<file path="src/design/radio_cfg.svh">
`ifndef RADIO_CFG_SVH
`define RADIO_CFG_SVH
// ----------------------------------------
// register map
// ----------------------------------------
`define RSM_CFG_ADDR      6'h18
`define RSM_CFG_RESET     8'h04
// ----------------------------------------
// field positions
// ----------------------------------------
`define AUTOCAL_HI        5
`define AUTOCAL_LO        4
`define PO_SEL_HI         3
`define PO_SEL_LO         2
`define PIN_CTRL_BIT      1
`define XTAL_KEEP_BIT     0
`define CFG_WMASK         8'h3F
// ----------------------------------------
// power-on expiry counts
// ----------------------------------------
`define RIPPLE_MAX        6'h3F
`define EXPIRE_SEL0       9'h001
`define EXPIRE_SEL1       9'h010
`define EXPIRE_SEL2       9'h040
`define EXPIRE_SEL3       9'h100
`endif

</file>
<file path="src/design/radio_pkg.sv">
package radio_pkg;
  typedef enum logic [1:0] {
    CAL_NEVER,
    CAL_FROM_IDLE,
    CAL_TO_IDLE,
    CAL_FOURTH_TO_IDLE
  } autocal_e;
  typedef enum logic [1:0] {
    PWR_WAIT_XTAL,
    PWR_COUNT,
    PWR_READY
  } pwr_state_e;
endpackage

</file>
<file path="src/design/radio_state_autocal_timeout_config.sv">
// Notes on behaviour
// autocal 00: calibrate only when the manual calibrate strobe arrives.
// autocal 01: calibrate on idle to receive, transmit or synth-on.
// autocal 10: calibrate on each automatic return to idle.
// autocal 11: calibrate on every fourth automatic return, two-bit count.
// after crystal stable, wait selected ripple expiries, then chip ready low.
// expire select 0..3 gives 1, 16, 64, 256 ripple expiries.
// timeout counted in crystal clock cycles, scales with crystal.
// software should pick expire select 2 for robust operation.
// with crystal off in power-down, software may pick select 0.
// pin control enable bit 1 allows radio state control from pins.
// crystal keep-on bit 0 keeps crystal running in sleep.
// fields live in register at address 0x18.
`include "radio_cfg.svh"
`timescale 1ns/1ps
`default_nettype none
module radio_state_autocal_timeout_config (
  input  wire logic       clk_i,
  input  wire logic       rst_b_i,
  input  wire logic [5:0] reg_addr_i,
  input  wire logic       reg_wr_i,
  input  wire logic [7:0] reg_wdata_i,
  output logic      [7:0] reg_rdata_o,
  input  wire logic       xtal_stable_i,
  input  wire logic       idle_to_active_i,
  input  wire logic       auto_return_idle_i,
  input  wire logic       synth_calibrate_strobe_i,
  input  wire logic       sleep_state_i,
  output logic            synth_cal_start_o,
  output logic            chip_ready_low_o,
  output logic            pin_ctrl_en_o,
  output logic            crystal_run_o
);
  // ----------------------------------------
  // input synchronisers
  // ----------------------------------------
  logic xs_meta_q;
  logic xs_q;
  // stable flag comes from the analogue oscillator detector
  // only the second flop feeds logic; the first may still be settling
  always_ff @(posedge clk_i or negedge rst_b_i)
  begin
    if (!rst_b_i)
    begin
      xs_meta_q <= 1'b0;
      xs_q      <= 1'b0;
    end
    else
    begin
      xs_meta_q <= xtal_stable_i;
      xs_q      <= xs_meta_q;
    end
  end
  // ----------------------------------------
  // configuration register
  // ----------------------------------------
  logic [7:0] cfg_q;
  logic [7:0] cfg_d;
  wire        cfg_hit = (reg_addr_i == `RSM_CFG_ADDR);
  wire        cfg_wr  = reg_wr_i && cfg_hit;
  // top two bits are unused and read as zero
  assign cfg_d = cfg_wr ? (reg_wdata_i & `CFG_WMASK) : cfg_q;
  always_ff @(posedge clk_i or negedge rst_b_i)
  begin
    if (!rst_b_i)
      cfg_q <= `RSM_CFG_RESET;
    else
      cfg_q <= cfg_d;
  end
  // read path is combinational, so a read needs no wait state
  // unmapped addresses read zero
  assign reg_rdata_o = cfg_hit ? cfg_q : 8'h00;
  // ----------------------------------------
  // field decode
  // ----------------------------------------
  radio_pkg::autocal_e autocal_sel;
  wire [1:0] po_sel = cfg_q[`PO_SEL_HI:`PO_SEL_LO];
  assign autocal_sel   = radio_pkg::autocal_e'(cfg_q[`AUTOCAL_HI:`AUTOCAL_LO]);
  assign pin_ctrl_en_o = cfg_q[`PIN_CTRL_BIT];
  // oscillator stops in sleep unless forced on
  assign crystal_run_o = !sleep_state_i || cfg_q[`XTAL_KEEP_BIT];
  // ----------------------------------------
  // calibration trigger
  // ----------------------------------------
  logic [1:0] ret_cnt_q;
  logic [1:0] ret_cnt_d;
  logic       auto_cal;
  // returns advance the count in every mode, so mode 11 phase carries history
  // count wraps so the fourth return lands on 3
  assign ret_cnt_d = auto_return_idle_i ? ret_cnt_q + 2'h1 : ret_cnt_q;
  always_ff @(posedge clk_i or negedge rst_b_i)
  begin
    if (!rst_b_i)
      ret_cnt_q <= 2'h0;
    else
      ret_cnt_q <= ret_cnt_d;
  end
  always_comb
  begin
    unique case (autocal_sel)
      radio_pkg::CAL_NEVER:          auto_cal = 1'b0;
      radio_pkg::CAL_FROM_IDLE:      auto_cal = idle_to_active_i;
      radio_pkg::CAL_TO_IDLE:        auto_cal = auto_return_idle_i;
      radio_pkg::CAL_FOURTH_TO_IDLE: auto_cal = auto_return_idle_i
                                                && (ret_cnt_q == 2'h3);
    endcase
  end
  // manual strobe always works, in every mode
  always_ff @(posedge clk_i or negedge rst_b_i)
  begin
    if (!rst_b_i)
      synth_cal_start_o <= 1'b0;
    else
      synth_cal_start_o <= auto_cal || synth_calibrate_strobe_i;
  end
  // ----------------------------------------
  // power-on timeout
  // ----------------------------------------
  radio_pkg::pwr_state_e pst_q;
  radio_pkg::pwr_state_e pst_d;
  logic [5:0] ripple_q;
  logic [8:0] expire_q;
  logic [8:0] expire_target;
  wire        ripple_done = (ripple_q == `RIPPLE_MAX);
  // expiry count tracks the live select, counted in 64-cycle ripple expiries
  assign expire_target = (po_sel == 2'h0) ? `EXPIRE_SEL0 :
                         (po_sel == 2'h1) ? `EXPIRE_SEL1 :
                         (po_sel == 2'h2) ? `EXPIRE_SEL2 : `EXPIRE_SEL3;
  // a select lowered mid-count ends the wait at the next ripple expiry instead of
  // wrapping the expiry count, which would stretch it to 512 expiries
  wire last_expire = ripple_done && (expire_q + 9'h001 >= expire_target);
  always_comb
  begin
    pst_d = pst_q;
    unique case (pst_q)
      radio_pkg::PWR_WAIT_XTAL: if (xs_q) pst_d = radio_pkg::PWR_COUNT;
      radio_pkg::PWR_COUNT:
        if (!xs_q)
          pst_d = radio_pkg::PWR_WAIT_XTAL;
        else if (last_expire)
          pst_d = radio_pkg::PWR_READY;
      radio_pkg::PWR_READY: if (!xs_q) pst_d = radio_pkg::PWR_WAIT_XTAL;
      default:              pst_d = radio_pkg::PWR_WAIT_XTAL; // unused code
    endcase
  end
  // ripple counter runs on the crystal clock, so delay scales with it
  always_ff @(posedge clk_i or negedge rst_b_i)
  begin
    if (!rst_b_i)
    begin
      pst_q    <= radio_pkg::PWR_WAIT_XTAL;
      ripple_q <= 6'h00;
      expire_q <= 9'h000;
    end
    else
    begin
      pst_q <= pst_d;
      if (pst_q != radio_pkg::PWR_COUNT)
      begin
        ripple_q <= 6'h00;
        expire_q <= 9'h000;
      end
      else
      begin
        ripple_q <= ripple_q + 6'h01;
        if (ripple_done)
          expire_q <= expire_q + 9'h001;
      end
    end
  end
  // active low, and held high until timeout has run out
  // taken from the next state so the pin moves with the state, not a cycle late
  always_ff @(posedge clk_i or negedge rst_b_i)
  begin
    if (!rst_b_i)
      chip_ready_low_o <= 1'b1;
    else
      chip_ready_low_o <= (pst_d != radio_pkg::PWR_READY);
  end
  // ----------------------------------------
  // assertions
  // ----------------------------------------
  // calibration trigger
  never_cal_a: assert property (@(posedge clk_i) disable iff (!rst_b_i)
    (autocal_sel == radio_pkg::CAL_NEVER && !synth_calibrate_strobe_i)
    |=> !synth_cal_start_o) else $error("calibration without strobe");
  cal_quiet_a: assert property (@(posedge clk_i) disable iff (!rst_b_i)
    (!auto_cal && !synth_calibrate_strobe_i) |=> !synth_cal_start_o)
    else $error("calibration pulse without cause");
  from_idle_a: assert property (@(posedge clk_i) disable iff (!rst_b_i)
    (autocal_sel == radio_pkg::CAL_FROM_IDLE && idle_to_active_i)
    |=> synth_cal_start_o) else $error("no cal leaving idle");
  to_idle_a: assert property (@(posedge clk_i) disable iff (!rst_b_i)
    (autocal_sel == radio_pkg::CAL_TO_IDLE && auto_return_idle_i)
    |=> synth_cal_start_o) else $error("no cal on return");
  fourth_ret_a: assert property (@(posedge clk_i) disable iff (!rst_b_i)
    (autocal_sel == radio_pkg::CAL_FOURTH_TO_IDLE && auto_return_idle_i
     && !synth_calibrate_strobe_i)
    |=> synth_cal_start_o == ($past(ret_cnt_q) == 2'h3)) else $error("fourth return");
  ret_count_a: assert property (@(posedge clk_i) disable iff (!rst_b_i)
    auto_return_idle_i |=> ret_cnt_q == $past(ret_cnt_q) + 2'h1)
    else $error("return count skipped");
  // power-on timeout
  ready_wait_a: assert property (@(posedge clk_i) disable iff (!rst_b_i)
    $fell(chip_ready_low_o) |-> $past(xs_q, 64)) else $error("ready too early");
  ready_hold_a: assert property (@(posedge clk_i) disable iff (!rst_b_i)
    (pst_q == radio_pkg::PWR_READY) |-> !chip_ready_low_o)
    else $error("ready not shown");
  expire_step_a: assert property (@(posedge clk_i) disable iff (!rst_b_i)
    (pst_q == radio_pkg::PWR_COUNT && pst_d == radio_pkg::PWR_COUNT && ripple_done)
    |=> expire_q == $past(expire_q) + 9'h001) else $error("expiry not counted");
  expire_map_a: assert property (@(posedge clk_i) disable iff (!rst_b_i)
    (po_sel == 2'h2) |-> expire_target == 9'h040) else $error("bad expiry map");
  ripple_step_a: assert property (@(posedge clk_i) disable iff (!rst_b_i)
    (pst_q == radio_pkg::PWR_COUNT && pst_d == radio_pkg::PWR_COUNT)
    |=> ripple_q == $past(ripple_q) + 6'h01) else $error("ripple stalled");
  // register fields
  pin_ctrl_a: assert property (@(posedge clk_i) disable iff (!rst_b_i)
    cfg_wr |=> pin_ctrl_en_o == $past(reg_wdata_i[`PIN_CTRL_BIT]))
    else $error("pin enable not written");
  keep_on_a: assert property (@(posedge clk_i) disable iff (!rst_b_i)
    sleep_state_i && cfg_q[`XTAL_KEEP_BIT] |-> crystal_run_o) else $error("crystal stopped");
  addr_map_a: assert property (@(posedge clk_i) disable iff (!rst_b_i)
    reg_wr_i && reg_addr_i != `RSM_CFG_ADDR |=> $stable(cfg_q)) else $error("stray write");
endmodule
`default_nettype wire

</file>
<file path="config.mk">
export PLATFORM = sky130hd
export DESIGN_NAME = radio_state_autocal_timeout_config
export DESIGN_NICKNAME = d
export VERILOG_FILES = /design/src/design/radio_pkg.sv /design/src/design/radio_state_autocal_timeout_config.sv
export VERILOG_INCLUDE_DIRS = /design/src /design/src/design
export SDC_FILE = /design/constraint.sdc
export NUM_CORES = 1
export LEC_CHECK = 0
export BUFFER_PORTS_ARGS = -buffer_cell sky130_fd_sc_hd__buf_2
export CORE_UTILIZATION = 50
export CTS_BUF_LIST = sky130_fd_sc_hd__clkbuf_4 sky130_fd_sc_hd__clkbuf_8
export DETAILED_ROUTE_END_ITERATION = 7
export PLACE_DENSITY_LB_ADDON = 0.2
export SLEW_MARGIN = 0
export SYNTH_ARGS = -nofsm -noshare
export SYNTH_HDL_FRONTEND = slang
export SYNTH_SLANG_ARGS = --single-unit
</file>
<file path="constraint.sdc">
create_clock -name clk_i -period 5.5 [get_ports clk_i]
set_input_delay 0.275 -clock clk_i [delete_from_list [all_inputs] [get_ports clk_i]]
set_output_delay 0.275 -clock clk_i [all_outputs]
set_load 0.05 [all_outputs]
</file>
* Word level (Yosys, flattened, before mapping)
Index checks and enable logic that the tools add are counted.
** Operators by class
- Eq/ne operators :: 12
- Order comparisons :: 1
- Multiplexer cells :: 13
- Add/sub/neg operators :: 3
- Reductions and logical operators :: 10
** Operators with widths (number)
- 9-bit two-way mux :: 5
- 6-bit two-way mux :: 2
- 2-bit equality test, second input constant :: 5
- 9-bit by 1-bit adder with 9-bit output, second input constant :: 1
- 9-bit greater-or-equal comparator :: 1
- 2-bit two-way mux :: 4
- 6-bit by 1-bit adder with 6-bit output, second input constant :: 1
- 2-bit by 1-bit equality test with 1-bit output, second input constant :: 3
- 6-bit by 5-bit equality test with 1-bit output, second input constant :: 1
- 6-bit equality test, second input constant :: 1
- 2-bit logical NOT :: 3
- 2-bit case mux with 3 select lines :: 1
- 1-bit case mux with 4 select lines :: 1
- 1-bit logical AND :: 3
- 2-bit by 1-bit adder with 2-bit output, second input constant :: 1
- 1-bit logical OR :: 2
- 2-bit by 1-bit inequality test with 1-bit output, second input constant :: 1
- 2-bit inequality test, second input constant :: 1
- 2-bit nonzero test :: 1
- 1-bit logical NOT :: 1
** Storage, ports and cells
- Word-level logic and storage cells :: 48
- Output and inout port bits :: 12
- Bits of input ports :: 22
- Register bits :: 29

* Logic depth before layout (Yosys ltp)
- Depth after elaboration :: 10
- Gate-level depth with buffers :: 10
- Mapped depth without buffers :: 10

* Worst setup path before layout
OpenSTA, ideal clock, no wires.
- Kind :: reg-to-reg
- Start point :: register expire_q[0]
- End point :: register pst_q[0]
- Slack :: 3137 ps
- Clock period less this slack :: 2363 ps
- Data arrival time :: 2267 ps
- Data required time :: 5404 ps
- Setup time :: 96 ps
- Stages on the path, launching flop included :: 9
- Path buffers :: 0
- Cells stage by stage :: dfrtp_1 ha_1 nand3_1 nor3_1 xor2_1 ha_1 or3_1 a221o_1 a311oi_2
** On the way
- Cells in the longest elaborated chain, start to end :: 6
** Ends and longest elaborated chain
- start, declared :: RTL line radio_state_autocal_timeout_config.sv:122 : logic [8:0] expire_q;
- start signal, assigned :: RTL line radio_state_autocal_timeout_config.sv:167 : expire_q <= expire_q + 9'h001;
- 9-bit by 1-bit adder with 9-bit output :: RTL line radio_state_autocal_timeout_config.sv:131 : wire last_expire = ripple_done && (expire_q + 9'h001 >= expire_target);
- 9-bit greater-or-equal comparator :: RTL line radio_state_autocal_timeout_config.sv:131
- 1-bit logical AND :: RTL line radio_state_autocal_timeout_config.sv:131
- 2-bit two-way mux :: RTL line radio_state_autocal_timeout_config.sv:140 : else if (last_expire)
- 2-bit two-way mux :: RTL line radio_state_autocal_timeout_config.sv:138 : if (!xs_q)
- 2-bit case mux with 3 select lines :: RTL line radio_state_autocal_timeout_config.sv:135 : unique case (pst_q)
- named net pst_d[0] :: RTL line radio_state_autocal_timeout_config.sv:120 : radio_pkg::pwr_state_e pst_d;
- end signal, assigned :: RTL line radio_state_autocal_timeout_config.sv:151 : pst_q <= radio_pkg::PWR_WAIT_XTAL;
- end signal, assigned :: RTL line radio_state_autocal_timeout_config.sv:157 : pst_q <= pst_d;
- end, declared :: RTL line radio_state_autocal_timeout_config.sv:119 : radio_pkg::pwr_state_e pst_q;
The timed path passes the listed nets, and every way through them passes these cells.
A chain may end at the register's enable or synchronous reset.

* Final worst setup path
Ends and elaborated chain as after synthesis.

==> impl_table.tex <==
\begin{tabular}{lr}
\hline
Metric & Value \\
\hline
\multicolumn{2}{l}{\textbf{Outcome}} \\
Outcome & finished, violations left \\
Violated checks & DRC \\
\multicolumn{2}{l}{\textbf{Die}} \\
Starting density of the core & 54.1\% \\
Row count & 19 \\
I/O pin total & 34 \\
Width of the die & 57.1 microns \\
Height of the chip & 57.1 microns \\
Core region area & 0.00281 sq mm \\
Die Outline Area & 0.00326 sq mm \\
\multicolumn{2}{l}{\textbf{Synthesis}} \\
Yosys reg bits & 29 \\
Number of synthesized flops with an enable pin & 0 \\
Number of distinct library cells after synthesis & 35 \\
Cell count after synthesis & 148 \\
Seq/Total Area, Yosys & 48.0\% \\
Largest area contributor in the synthesized netlist & dfrtp\_1 \\
Count of warnings emitted by yosys & 0 \\
Ranking of synthesized cells by area & dfrtp\_1, ha\_1, mux2\_2, nor2\_1, xor2\_1 \\
Post-Synthesis Mean Instance Area & 10.2 sq um \\
Primary FF master, synth & dfrtp\_1 \\
Post-synth top area share & 44.6\% \\
Post-synthesis instance area & 0.00152 sq mm \\
Async set-reset flop share out of synthesis & 100\% \\
\multicolumn{2}{l}{\textbf{Critical path}} \\
Setup CP Type & flop to flop \\
Startpoint class of the critical path & flop \\
Crit path DAT & 2.84 ns \\
Largest fanout of any net on the critical path & 7 \\
Crit path capture type & flop \\
Critical path cell sequence & ha\_1 > nand3\_1 > nor3\_1 > xor2\_1 > ha\_1 > or3\_1 > a221o\_1 > a311oi\_2 \\
Slowest Stage Delay on Critical Path & 0.47 ns \\
Total buffers and inverters traversed by the critical path & 0 \\
Worst-path cell with the longest stage delay & dfrtp\_1 \\
Cell mode on critical path & ha\_1 \\
Required time of the critical path & 5.73 ns \\
Crit-path leading delay family & simple AND/OR/NAND/NOR gates \\
\multicolumn{2}{l}{\textbf{CTS}} \\
Clock latency on the worst-skew pair & 0.33 ns \\
Inserted Clock Buffers & 5 \\
H-tree level count & 2 \\
Clock-pin slew on the worst setup and hold paths & 0.08 ns \\
Buffer levels on the longest clock path & 2 \\
Root Buffer & clkbuf\_4 \\
Clock tree from TritonCTS & done \\
Resized Gates After CTS & 0 \\
Number of sinks driven by the clock tree & 29 \\
\multicolumn{2}{l}{\textbf{Final layout}} \\
Layout cells sized above 1 & 28.2\% \\
Antenna Cells & 0 \\
Synth-to-Final Area Change & 14.8\% \\
Total non-filler cell area in the finished layout & 0.00174 sq mm \\
Post-layout net count & 209 \\
Number of filler cells placed in the layout & 238 \\
Most common cell after layout, fill and taps aside & buf\_2 \\
Top library cells by usage in the layout, fill and taps aside & buf\_2, dfrtp\_1, nor2\_1 \\
\multicolumn{2}{l}{\textbf{Routing}} \\
DR DRC count & 2 \\
Detailed Route WL & 2590 microns \\
Metal-1 WL & 1140 microns \\
Per-cell routed wire length & 12.2 microns \\
Met2 wirelength from detailed routing & 1240 microns \\
Detail Route met3 WL & 139 microns \\
Avg Vias per Cell & 5.50 \\
TritonRoute pass-1 iters & 6 \\
Max Used Layer & met4 \\
Final ANT Viol Nets & 0 \\
DR iter-0 viols & 35 \\
Number of vias after detailed routing & 1165 \\
\multicolumn{2}{l}{\textbf{STA}} \\
Pins over their slew limit & 0 \\
Final worst path period share & 47.4\% \\
Worst slew pin tran & 0.609 ns \\
Finish-stage setup viols & 0 \\
Fmax & 0.384 GHz \\
Final Hold Viols & 0 \\
Setup TNS Final & 0 ns \\
Hold slack final & 0.0571 ns \\
Relative slew slack & 59.4\% \\
Setup clock skew after layout & 0.00983 ns \\
Setup repair after global routing missed its margin & no \\
Clock period minus worst slack & 2.61 ns \\
\multicolumn{2}{l}{\textbf{Power and ir drop}} \\
Cell Pwr Density & 249 mW/mm\^{}2 \\
Worst ir drop on vdd & 0.000210 V \\
Static leakage & 0.827 nW \\
\multicolumn{2}{l}{\textbf{Hold path}} \\
Worst min-delay path class & input port to flop \\
\multicolumn{2}{l}{\textbf{Placed design}} \\
Post-Place Cell Area & 0.00167 sq mm \\
Half-perimeter wire length after detailed placement & 1930 microns \\
Buffers on Ports & 29 \\
RePlAce Congestion & 0.853 \\
\multicolumn{2}{l}{\textbf{Global route}} \\
All-Layer GR Usage & 18.4\% \\
Via count of the first global-routing pass & 1046 \\
Global-route wire length before repair & 4390 microns \\
Overflow left after global routing & 0 \\
Antenna violations before repair & 0 \\
Largest net degree at the start of global routing & 30 \\
\multicolumn{2}{l}{\textbf{Job}} \\
Number of violations of the max-capacitance limit & 0 \\
\hline
\end{tabular}
-- layout make-up --
type                            count  area (sq um)  area share [%]
Inverter                            4          15.0           0.863
Multi-Input combinational cell    110           746            42.8
Sequential cell                    29           728            41.8
Clock inverter                      1          5.00           0.288
Timing Repair Buffer               30           155            8.91
Clock buffer                        7          52.6            3.02
Tap cell                           31          38.8            2.23
-- cells by family (layout without fill, tap and decap cells) --
logic type      count (synthesis)  in the layout  share of synthesized area, %
compound gates                 19             19                          8.91
xor+xnor                       15             15                          8.66
fa+ha+maj                       7              7                          5.78
buf+inv                        10             42                          3.05
flops                          29             29                          48.0
mux                             7              7                          5.20
other cells                     1              2                         0.247
simple gates                   60             60                          20.1
-- worst paths after layout --
check | to | start | depth (start not counted) | slack, ns
hold / removal | xs_meta_q$_DFF_PN0_ | xtal_stable_i | 1 | 0.06
hold reg to reg | xs_q$_DFF_PN0_ | xs_meta_q$_DFF_PN0_ | 0 | 0.35
setup reg to reg | pst_q[0]$_DFF_PN0_ | expire_q[0]$_DFFE_PN0P_ | 8 | 2.89
setup / recovery | pst_q[0]$_DFF_PN0_ | expire_q[0]$_DFFE_PN0P_ | 8 | 2.89
max in group asynchronous | xs_q$_DFF_PN0_ | rst_b_i | 2 | 4.60
min in group asynchronous | synth_cal_start_o$_DFF_PN0_ | rst_b_i | 2 | 0.50
-- cells in the mapped netlist (all sizes together) (3+ instances only) --
| master | instances |
|---|---|
| or3 | 4 |
| inv | 4 |
| mux2 | 7 |
| nand2b | 4 |
| dfrtp | 27 |
| a21oi | 4 |
| nor2 | 19 |
| nand2 | 11 |
| xnor2 | 7 |
| and2 | 5 |
| xor2 | 8 |
| a31oi | 3 |
| ha | 7 |
| nand3 | 5 |
| nor3 | 4 |
| clkbuf | 3 |
| o21ai | 6 |
| buf | 3 |
-- routing by layer --
metal / GRT usage [%] / vias up
li1: - / 578
met1: 20.5 / 551
met2: 29.6 / 29
met3: 7.26 / 7
met4: 11.1 / 0
met5: 0 / -
-- power breakdown --
| group | internal [mW] | switching, mW |
|---|---|---|
| Clock | 0.0595 | 0.0675 |
| Sequential | 0.231 | 0.0116 |
| Combinational | 0.0284 | 0.0352 |
| Total | 0.319 | 0.114 |
-- stage by stage --
stage               instances  utilization (%)  power [mW]  setup WS [ns]
global placement          203             59.6       0.308           2.95
global route              212             62.0       0.462           2.71
CTS                       212             62.0       0.442           2.89
finish                    212             62.0       0.433           2.89
detailed placement        203             59.6       0.312           2.91
floorplan                 149                -       0.291           3.14
-- timing repair --
action / in CTS / in global routing
endpoints found under the setup margin: 0 / 0
setup buffers: 0 / 0
hold endpoints to repair: 27 / 0
hold buffers: 1 / 0
-- flip-flops by register name, indices dropped and copies added (netlist names) --
register / flops
pst_q: 2
chip_ready_low_o: 1
expire_q: 9
ripple_q: 6
xs_q: 1
ret_cnt_q: 2
cfg_q: 6
xs_meta_q: 1
synth_cal_start_o: 1
(Power assumes the default switching activity.)
